==> config.mk <==
export PLATFORM = sky130hd
export DESIGN_NAME = slbist_ser_flat
export DESIGN_NICKNAME = d
export VERILOG_FILES = /design/src/slbist_pkg.sv /design/src/slbist_link_if.sv /design/src/slbist_ser.sv /design/src/flat_wrapper.sv
export VERILOG_INCLUDE_DIRS = /design/src
export SDC_FILE = /design/constraint.sdc
export NUM_CORES = 1
export LEC_CHECK = 0
export BUFFER_PORTS_ARGS = -buffer_cell sky130_fd_sc_hd__buf_4
export CORE_ASPECT_RATIO = 2
export CORE_MARGIN = 4
export CORE_UTILIZATION = 48
export DETAILED_ROUTE_END_ITERATION = 12
export PLACE_DENSITY = 0.81
export SLEW_MARGIN = 30
export SYNTH_ARGS = -nofsm -noshare
export SYNTH_HDL_FRONTEND = slang
export SYNTH_SLANG_ARGS = --single-unit
==> constraint.sdc <==
create_clock -name i_clk -period 3.25 [get_ports i_clk]
set_input_delay 0 -clock i_clk [delete_from_list [all_inputs] [get_ports i_clk]]
set_output_delay 0 -clock i_clk [all_outputs]
set_load 0.005 [all_outputs]
==> src/slbist_defines.svh <==
// Shared constants of the serial link self test
`ifndef SLBIST_DEFINES_SVH
`define SLBIST_DEFINES_SVH
`define SLB_FRAME_W      6'd36
`define SLB_CNT_W        8
`define SLB_OFF_CTRL     12'h000
`define SLB_OFF_STAT     12'h004
`define SLB_OFF_BC_ERR   12'h008
`define SLB_OFF_TM_ERR   12'h00C
`define SLB_OFF_IRQ_ST   12'h010
`define SLB_OFF_IRQ_MSK  12'h014
`define SLB_OFF_PAY_ERR  12'h018
`define SLB_CTRL_EN      0
`define SLB_CTRL_CLKSEL  1
`define SLB_CTRL_LTEST   2
`define SLB_CTRL_CLRTM   3
`define SLB_IRQ_ENTER    0
`define SLB_IRQ_EXIT     1
`define SLB_IRQ_ERR      2
`define SLB_SCR_SEED     36'h9_5A5A_5A5A
`endif

==> src/slbist_pkg.sv <==
// Types of the serial link self test
package slbist_pkg;
	typedef enum logic [1:0] {SLB_IDLE, SLB_WAIT_LOCK, SLB_CHECK, SLB_DONE} slb_des_state_t;
	typedef logic [35:0] slb_frame_t;
endpackage

==> src/slbist_link_if.sv <==
// Link between serializer and deserializer ends
`timescale 1ns/1ps
interface slbist_link_if;
	logic                    fwd_valid;   // Forward frame strobe
	slbist_pkg::slb_frame_t  fwd_frame;   // Scrambled forward frame
	logic                    bc_test_en;  // Back channel test enable
	logic                    bc_clk_sel;  // Back channel clock select
	logic                    bc_valid;    // Back channel frame strobe
	logic                    bc_crc_err;  // Back channel frame crc bad
	logic                    bc_locked;   // Back channel lock seen
	modport ser (output fwd_valid, output fwd_frame, input bc_test_en, input bc_clk_sel,
		input bc_valid, input bc_crc_err, input bc_locked);
	modport des (input fwd_valid, input fwd_frame, output bc_test_en, output bc_clk_sel,
		output bc_valid, output bc_crc_err, output bc_locked);
endinterface

==> src/slbist_ser.sv <==
// Serializer end of the serial link self test with apb registers
//
// Functional notes
// - Enter test mode on back channel enable
// - Test mode replaces video with zeros
// - Zeros go through normal scrambling path
// - Host toggles local test bit after enable
// - Test clock from input or oscillator
// - Check crc only once back channel locked
// - Eight bit crc count, cleared on entry
// - Test crc count kept until clear/reentry
// - Far end compares stream bits 1..35 with zeros
// - Far end result high on lock
// - Far end pulses result per bad frame
// - Far end holds result after stop
// - Held result persists until restart/reset
// - Run length set by enable duration
// - Lock valid during whole test run
// - Resume sampled video after test ends
`timescale 1ns/1ps
`include "slbist_defines.svh"
module slbist_ser
(
	input  wire logic                   i_clk,        // 20 MHz clock
	input  wire logic                   i_rst,        // Async reset, high
	input  wire logic                   i_psel,       // APB select
	input  wire logic                   i_penable,    // APB enable
	input  wire logic                   i_pwrite,     // APB direction
	input  wire logic [11:0]            i_paddr,      // APB byte address
	input  wire logic [31:0]            i_pwdata,     // APB write data
	output logic                        o_pready,     // APB ready
	output logic [31:0]                 o_prdata,     // APB read data
	output logic                        o_pslverr,    // APB error
	output logic                        o_irq,        // Level interrupt
	output logic                        o_test_mode,  // Test mode state
	input  wire logic                   i_vid_valid,  // Video word strobe
	input  wire logic [35:0]            i_vid_data,   // Video payload
	slbist_link_if.ser                  link          // Link side
);
	logic        test_ff;         // Test mode state
	logic        locked_ff;       // Back channel lock seen
	logic [7:0]  bc_err_ff;       // Functional crc errors
	logic [7:0]  tm_err_ff;       // Test mode crc errors
	logic        ltest_ff;        // Local test bit
	logic        clksel_ff;       // Clock select copy
	logic [2:0]  irq_st_ff;       // Sticky status
	logic [2:0]  irq_msk_ff;      // Interrupt mask
	logic [35:0] lfsr_ff;         // Scrambler state
	logic        fwd_valid_ff;    // Forward strobe
	logic [35:0] fwd_frame_ff;    // Forward frame
	logic [31:0] prdata_ff;       // Read data
	logic        pready_ff;       // Ready
	logic        pslverr_ff;      // Error
	logic        irq_ff;          // Interrupt
	logic        enter;           // Entry edge
	logic        leave;           // Exit edge
	logic        bc_err_ev;       // Counted crc error
	logic        wr;              // Write access
	logic        rd;              // Read access
	logic        hit;             // Mapped address
	logic [2:0]  nxt_irq_st;      // Next sticky status
	logic [35:0] nxt_lfsr;        // Next scrambler state
	logic [35:0] src;             // Frame source

	assign enter = link.bc_test_en & ~test_ff;
	assign leave = ~link.bc_test_en & test_ff;
	// Errors only meaningful once locked
	assign bc_err_ev = link.bc_valid & link.bc_crc_err & link.bc_locked;
	// Writes land at the access edge that samples ready, as the master expects
	assign wr = i_psel & i_penable & i_pwrite & pready_ff;
	assign rd = i_psel & ~i_penable & ~i_pwrite;
	assign hit = (i_paddr <= `SLB_OFF_PAY_ERR) && (i_paddr[1:0] == 2'h0);

	// Test mode follows back channel enable
	always_ff @(posedge i_clk or posedge i_rst)
	begin
		if (i_rst)
			test_ff <= 1'b0;
		else
			test_ff <= link.bc_test_en;
	end

	// Lock state and clock select copy
	always_ff @(posedge i_clk or posedge i_rst)
	begin
		if (i_rst)
		begin
			locked_ff <= 1'b0;
			clksel_ff <= 1'b0;
		end
		else
		begin
			locked_ff <= link.bc_locked;
			clksel_ff <= link.bc_clk_sel;
		end
	end

	// Functional crc counter, saturating
	always_ff @(posedge i_clk or posedge i_rst)
	begin
		if (i_rst)
			bc_err_ff <= 8'h00;
		else if (enter)
			bc_err_ff <= 8'h00;
		else if (bc_err_ev && bc_err_ff != 8'hFF)
			bc_err_ff <= bc_err_ff + 8'h01;
	end

	// Test crc counter; error wins over clear
	always_ff @(posedge i_clk or posedge i_rst)
	begin
		if (i_rst)
			tm_err_ff <= 8'h00;
		else if (enter)
			tm_err_ff <= 8'h00;
		else if (test_ff && bc_err_ev && tm_err_ff != 8'hFF)
			tm_err_ff <= tm_err_ff + 8'h01;
		else if (wr && hit && i_paddr == `SLB_OFF_CTRL && i_pwdata[`SLB_CTRL_CLRTM])
			tm_err_ff <= 8'h00;
	end

	// Local test bit, written by host
	always_ff @(posedge i_clk or posedge i_rst)
	begin
		if (i_rst)
			ltest_ff <= 1'b0;
		else if (wr && i_paddr == `SLB_OFF_CTRL)
			ltest_ff <= i_pwdata[`SLB_CTRL_LTEST];
	end

	// Frame source: video or zeros
	always_comb
	begin
		src = test_ff ? 36'h0_0000_0000 : i_vid_data;
		nxt_lfsr = {lfsr_ff[34:0], lfsr_ff[35] ^ lfsr_ff[24]};
	end

	// Scrambler; zeros share the same path
	always_ff @(posedge i_clk or posedge i_rst)
	begin
		if (i_rst)
		begin
			lfsr_ff <= `SLB_SCR_SEED;
			fwd_valid_ff <= 1'b0;
			fwd_frame_ff <= 36'h0_0000_0000;
		end
		else
		begin
			// Test runs at full rate, video only when strobed
			fwd_valid_ff <= test_ff | i_vid_valid;
			if (test_ff | i_vid_valid)
			begin
				lfsr_ff <= nxt_lfsr;
				fwd_frame_ff <= src ^ lfsr_ff;
			end
		end
	end
	assign link.fwd_valid = fwd_valid_ff;
	assign link.fwd_frame = fwd_frame_ff;

	// Sticky events; set beats clear
	always_comb
	begin
		nxt_irq_st = irq_st_ff;
		if (wr && i_paddr == `SLB_OFF_IRQ_ST)
			nxt_irq_st = irq_st_ff & ~i_pwdata[2:0];
		nxt_irq_st[`SLB_IRQ_ENTER] = nxt_irq_st[`SLB_IRQ_ENTER] | enter;
		nxt_irq_st[`SLB_IRQ_EXIT] = nxt_irq_st[`SLB_IRQ_EXIT] | leave;
		nxt_irq_st[`SLB_IRQ_ERR] = nxt_irq_st[`SLB_IRQ_ERR] | bc_err_ev;
	end

	// Interrupt status, mask and output
	always_ff @(posedge i_clk or posedge i_rst)
	begin
		if (i_rst)
		begin
			irq_st_ff <= 3'h0;
			irq_msk_ff <= 3'h0;
			irq_ff <= 1'b0;
		end
		else
		begin
			irq_st_ff <= nxt_irq_st;
			if (wr && i_paddr == `SLB_OFF_IRQ_MSK)
				irq_msk_ff <= i_pwdata[2:0];
			irq_ff <= |(nxt_irq_st & irq_msk_ff);
		end
	end

	// APB slave: answer one cycle after setup
	always_ff @(posedge i_clk or posedge i_rst)
	begin
		if (i_rst)
		begin
			pready_ff <= 1'b0;
			pslverr_ff <= 1'b0;
			prdata_ff <= 32'h0000_0000;
		end
		else
		begin
			pready_ff <= i_psel & ~i_penable;
			pslverr_ff <= i_psel & ~i_penable & ~hit;
			prdata_ff <= 32'h0000_0000;
			if (rd)
			begin
				case (i_paddr)
					`SLB_OFF_CTRL:    prdata_ff <= {28'h0, 1'b0, ltest_ff, 2'h0};
					`SLB_OFF_STAT:    prdata_ff <= {29'h0, clksel_ff, locked_ff, test_ff};
					`SLB_OFF_BC_ERR:  prdata_ff <= {24'h0, bc_err_ff};
					`SLB_OFF_TM_ERR:  prdata_ff <= {24'h0, tm_err_ff};
					`SLB_OFF_IRQ_ST:  prdata_ff <= {29'h0, irq_st_ff};
					`SLB_OFF_IRQ_MSK: prdata_ff <= {29'h0, irq_msk_ff};
					default:          prdata_ff <= 32'h0000_0000; // Unmapped reads zero
				endcase
			end
		end
	end

	assign o_pready = pready_ff;
	assign o_prdata = prdata_ff;
	assign o_pslverr = pslverr_ff;
	assign o_irq = irq_ff;
	assign o_test_mode = test_ff;
endmodule

==> src/flat_wrapper.sv <==
// flat-port wrapper written by rule: the top's interface ports become plain ports
module slbist_ser_flat 
  (i_clk, i_rst, i_psel, i_penable, i_pwrite, i_paddr, i_pwdata, o_pready, o_prdata, o_pslverr, o_irq, o_test_mode, i_vid_valid, i_vid_data, link_fwd_valid, link_fwd_frame, link_bc_test_en, link_bc_clk_sel, link_bc_valid, link_bc_crc_err, link_bc_locked);
  slbist_link_if link_i ();
  input  wire logic i_clk;
  input  wire logic i_rst;
  input  wire logic i_psel;
  input  wire logic i_penable;
  input  wire logic i_pwrite;
  input  wire logic [11:0] i_paddr;
  input  wire logic [31:0] i_pwdata;
  output logic o_pready;
  output logic [31:0] o_prdata;
  output logic o_pslverr;
  output logic o_irq;
  output logic o_test_mode;
  input  wire logic i_vid_valid;
  input  wire logic [35:0] i_vid_data;
  output wire logic [$bits(link_i.fwd_valid)-1:0] link_fwd_valid;
  output wire logic [$bits(link_i.fwd_frame)-1:0] link_fwd_frame;
  input wire logic [$bits(link_i.bc_test_en)-1:0] link_bc_test_en;
  input wire logic [$bits(link_i.bc_clk_sel)-1:0] link_bc_clk_sel;
  input wire logic [$bits(link_i.bc_valid)-1:0] link_bc_valid;
  input wire logic [$bits(link_i.bc_crc_err)-1:0] link_bc_crc_err;
  input wire logic [$bits(link_i.bc_locked)-1:0] link_bc_locked;
  assign link_fwd_valid = link_i.fwd_valid;
  assign link_fwd_frame = link_i.fwd_frame;
  assign link_i.bc_test_en = link_bc_test_en;
  assign link_i.bc_clk_sel = link_bc_clk_sel;
  assign link_i.bc_valid = link_bc_valid;
  assign link_i.bc_crc_err = link_bc_crc_err;
  assign link_i.bc_locked = link_bc_locked;
  slbist_ser u_core (.i_clk(i_clk), .i_rst(i_rst), .i_psel(i_psel), .i_penable(i_penable), .i_pwrite(i_pwrite), .i_paddr(i_paddr), .i_pwdata(i_pwdata), .o_pready(o_pready), .o_prdata(o_prdata), .o_pslverr(o_pslverr), .o_irq(o_irq), .o_test_mode(o_test_mode), .i_vid_valid(i_vid_valid), .i_vid_data(i_vid_data), .link(link_i));
endmodule
==> After elaboration in Yosys (flattened, before gate mapping) <==
Cells that the tools add are included.
{ "word_totals": {"ff_bits": 134, "latch_bits": 0, "ram_bits": 0, "romBits": 0, "inputBits": 91, "out_inout_bits": 73, "word_cells": 73, "n_memories": 0} }
{ "op_classes": {"add_sub_neg": 2, "mul": 0, "div_mod_pow": 0, "order_cmp": 1, "n_eq_ne": 7, "shift": 0, "mux": 9, "bitwise": 24, "n_reduce_logical": 15} }
{ "op_table": {"columns": ["op", "count"], "rows": [
  ["one-hot mux 8 bit (6 select lines)", 1],
  ["2-to-1 mux 8 bit", 5],
  ["2-to-1 mux 36 bit", 1],
  ["XOR 36 bit", 1],
  ["2-to-1 mux 32 bit", 1],
  ["== test 12 x 4 -> 1 bit, second input constant", 2],
  ["== test 12 x 5 -> 1 bit, second input constant", 2],
  ["adder 8 x 1 -> 8 bit, second input constant", 2],
  ["inequality test 8 bit, second input constant", 2],
  ["== test 12 x 3 -> 1 bit, second input constant", 1],
  ["<= comparator 12 x 5 -> 1 bit, second input constant", 1],
  ["zero test 12 bit", 1],
  ["AND 1 bit", 10],
  ["logical AND 1 bit", 10],
  ["AND 3 bit", 2],
  ["NOT 1 bit", 5],
  ["bitwise OR 1 bit", 4],
  ["2-to-1 mux 3 bit", 1],
  ["NOT 3 bit", 1],
  ["nonzero test 3 bit", 1],
  ["OR reduction 3 bit", 1],
  ["zero test 2 bit", 1],
  ["nonzero test 2 bit", 1],
  ["XOR 1 bit", 1]
]} }

==> Logic depth before layout (Yosys ltp) <==
{ "depth": {"depth_word": 9, "mapped_depth": 6} }

==> Worst setup path before layout <==
No wires, ideal clock.
{ "synth_timing": {"kind": "flip-flop to flip-flop", "startpoint": "register u_core.tm_err_ff[0]", "endpoint": "register u_core.tm_err_ff[3]", "arrival_ps": 1783, "setup_slack_ps": 1373, "path_stages_with_launch": 6, "cell_sequence": "dfrtp_1 ha_1 nand3_1 o311ai_1 o211ai_4 o221ai_1"} }
{ "synth_between": {"elab_chain_cells": 4, "word_cells_on_any_way": 6, "cone_classes": "add/sub: 1; eq/ne: 1; mux: 2; reduce/logical: 2"} }
{ "synth_rtl": {"columns": ["element", "line_no", "source"], "rows": [
  ["start: declaration", "slbist_ser.sv:43", "logic [7:0] tm_err_ff;"],
  ["start signal: assignment", "slbist_ser.sv:117", "tm_err_ff <= tm_err_ff + 8'h01;"],
  ["branches (longest 4 deep; another with adder 8 x 1 -> 8 bit)", null, null]
]} }
Parallel ways; which one is timed is not known.
A chain may end at the register's enable or synchronous reset.

==> Worst setup path after layout <==
Same ends and word-level chain as after synthesis.

==> run metrics <==
outcome completed; biggest cell delay along the critical path 0.93 ns; Synth Register Bits 110; critical path launch point u_core.tm_err_ff[0]; nature of the critical path endpoint flip-flop; worst hold path class in -> reg; clock skew roughly 0.0075 ns; register area share after synthesis 0.510; DIE HEIGHT around 160 µm; Leak around 3.2 nW; Remaining Overflow, GRT 0; GRT Util Overall 0.184; ranking of synthesized cells by area dfrtp_1 42%, dfstp_2 8.7%, mux2_2 8.7%, o22a_1 6.4%, a31oi_1 4.1%; filler instances ~900; Slowest cell on crit path o311ai_1; vias in the first global route 4360; Root Buffer clkbuf_16; Worst slew margin 0.306; Distinct cells, synth 48; CP Cell Sequence ha_1 -> nand3_1 -> o311ai_1 -> o211ai_4 -> o221ai_1; final count of hold timing violations 0; final setup fails 0; cts bufs inserted 9; Detailed Route Iter0 Violations between 200 and 250; initial antenna violation count 0; Multi-input gate area 2270 µm²; syn avg cell area 10.2 µm²; DR vias/cell between 5 and 6; WP data required approximately 3.5 ns; die area 13200 µm²; worst setup margin around 0.92 ns; Mapped Area 5440 µm²; CTS sink count 110; CTS tree built; dpl cells 753; area leader, netlist dfrtp_1; RSZ-0062 raised after global routing false; DRC 0; width of the die about 83 µm; vias approximately 4.3k; Area Overhead vs Synth 23.8%; Clock Path Buffers 2; Worst Reg-to-Reg Cells 5; Cell Rows 54; global-route wire length before repair 19700 µm; GPL Wtd Cong ~0.92; PwrDens roughly 490 nW/µm²; DRT Pass-1 Iters 5; r2r endpoint u_core.tm_err_ff[3]; Max IR drop VDD between 0.3 and 0.4 mV; initial core utilization 0.494; Critical Path End u_core.tm_err_ff[3]; Final Power 3.30 mW; minimum clock period between 2 and 2.5 ns; number of flops mapped to enable cells by yosys 0; Post-synth top flop dfrtp_1; ANT cells 0; H-Tree Depth 3; largest net degree at the start of global routing between 100 and 150; max-slew violations 0; flop-to-flop setup slack a little over 0.9 ns; Reg-to-Reg Start u_core.tm_err_ff[0]; CTS resizes 0; Final nets 731; setup TNS 0 ns; Routed WL per cell about 16 µm; DP Worst Slack around 0.95 ns; share of cells above drive strength 1 0.306; Post-DP HPWL about 8900 µm; final antenna-violating net count 0; period utilization 0.717; Critical Path AT 2.57 ns; Port Buffer Count around 110; Cells after Synth approximately 530; final std cells w/o fill just under 800; critical path startpoint category flip-flop; share of the synthesized area in the top cell type 0.423; I/O pin cnt ~160; Worst Max-Slew Pin Slew between 1 and 1.5 ns; Placeable Area between 10000 and 15000 µm²; Total Routed Length 12400 µm; WS Path Type reg -> reg; fmax 0.429 GHz; max cap viols 0; clk_lat worst skew 0.34 ns; Clock Pin Slew Worst Setup and Hold Paths ~0.07 ns; Ys Warns 0; Crit Path Max Fanout 7; Synth async-reset ratio 1.00; register area 2780 µm²
-- per-layer routing --
layer / vias up / GRT usage / share of wire
met1: 2097 / 0.181 / 0.35
met3: 27 / 0.0440 / 0.059
met4: 0 / 0.0912 / 0.033
li1: 2059 / - / -
met2: 151 / 0.356 / 0.56
met5: - / 0 / 0
-- cell usage in the layout (no fill, tap or decap), drive strengths merged, types with 4 or more instances in the layout --
cell type,Yosys,layout
nand3,7,7
a21oi,41,41
nor2,51,51
mux2,42,42
a31oi,36,36
buf,36,115
conb,1,24
nand4,7,7
dfstp,18,18
and3,4,4
nor2b,6,6
dfrtp,92,92
o21ai,15,15
mux2i,9,9
nand2,11,11
nor3,4,4
o22a,40,40
or3,5,5
inv,49,51
dlygate4sd3,0,13
clkbuf,19,9
or4,4,4
-- worst min-delay path by stage --
| stage | start | endpoint | depth (start not counted) |
|---|---|---|---|
| final | i_paddr[4] | u_core.ltest_ff | 3 |
| after global routing | i_vid_data[6] | u_core.link.fwd_frame[6] | 3 |
| after CTS | i_paddr[4] | u_core.ltest_ff | 3 |
| after detailed placement | link_bc_clk_sel | u_core.clksel_ff | 1 |
| after global placement | link_bc_clk_sel | u_core.clksel_ff | 1 |
| after floorplan | link_bc_clk_sel | u_core.clksel_ff | 0 |
-- sequential cells by signal (all words and copies together) (netlist names), 3 cells and up --
signal	count
u_core.link.fwd_frame	36
u_core.o_prdata	8
u_core.irq_st_ff	3
u_core.irq_msk_ff	3
u_core.bc_err_ff	8
u_core.lfsr_ff	36
u_core.tm_err_ff	8
-- power breakdown --
group | switching [mW] | internal [mW] | leakage [nW]
Sequential | 0.115 | 1.53 | 1.39
Clock | 0.507 | 0.609 | 0.145
Combinational | 0.240 | 0.304 | 1.70
-- cells by family after synthesis --
logic type / share of synthesized area
compound gates: 0.190
xor+xnor: 0.00644
fa+ha+maj: 0.00460
buf+inv: 0.0902
flops: 0.510
mux: 0.104
other cells: 0.000689
simple gates: 0.0939
-- stage by stage --
step                hold WS, ns  utilization  cell area, µm²
floorplan                0.0314            -            5530
global placement          0.111        0.569            6260
detailed placement        0.114        0.569            6260
CTS                    0.000192        0.608            6700
global route             0.0197        0.611            6730
finish                   0.0136        0.611            6730
-- Yosys cell counts (4+ instances only) --
cell,count
buf_4,24
clkbuf_1,19
o21ai_0,14
a21oi_1,41
inv_1,49
nand4_1,7
dfstp_2,18
nor2_1,51
o22a_1,40
nor2b_1,6
buf_1,9
or3_1,5
nor3_1,4
mux2_2,42
and3_1,4
a31oi_1,36
mux2i_1,9
dfrtp_1,92
nand3_1,7
nand2_1,11
-- what timing repair did --
action | CTS | global route
hold endpoints to repair | 77 | 0
buffers inserted | 0 | 0
hold buffers | 13 | 0
-- layout make-up --
type	instances	share of cell area
multi-input cells	340	0.337
repair buffers	128	0.151
clock inverters	7	0.0121
clock buffers	9	0.0335
well taps	140	0.0260
flip-flops and latches	110	0.412
inverters	49	0.0281
-- critical path: cells and delay by family, from the launching register on --
kind	cells	cell delay, ns
AND/OR/NAND/NOR	1	0.18
adder cells (fa/ha/maj)	1	0.21
flip-flops	1	0.42
AO/OA/AOI/OAI	3	1.42
(Power assumes the default switching activity.)
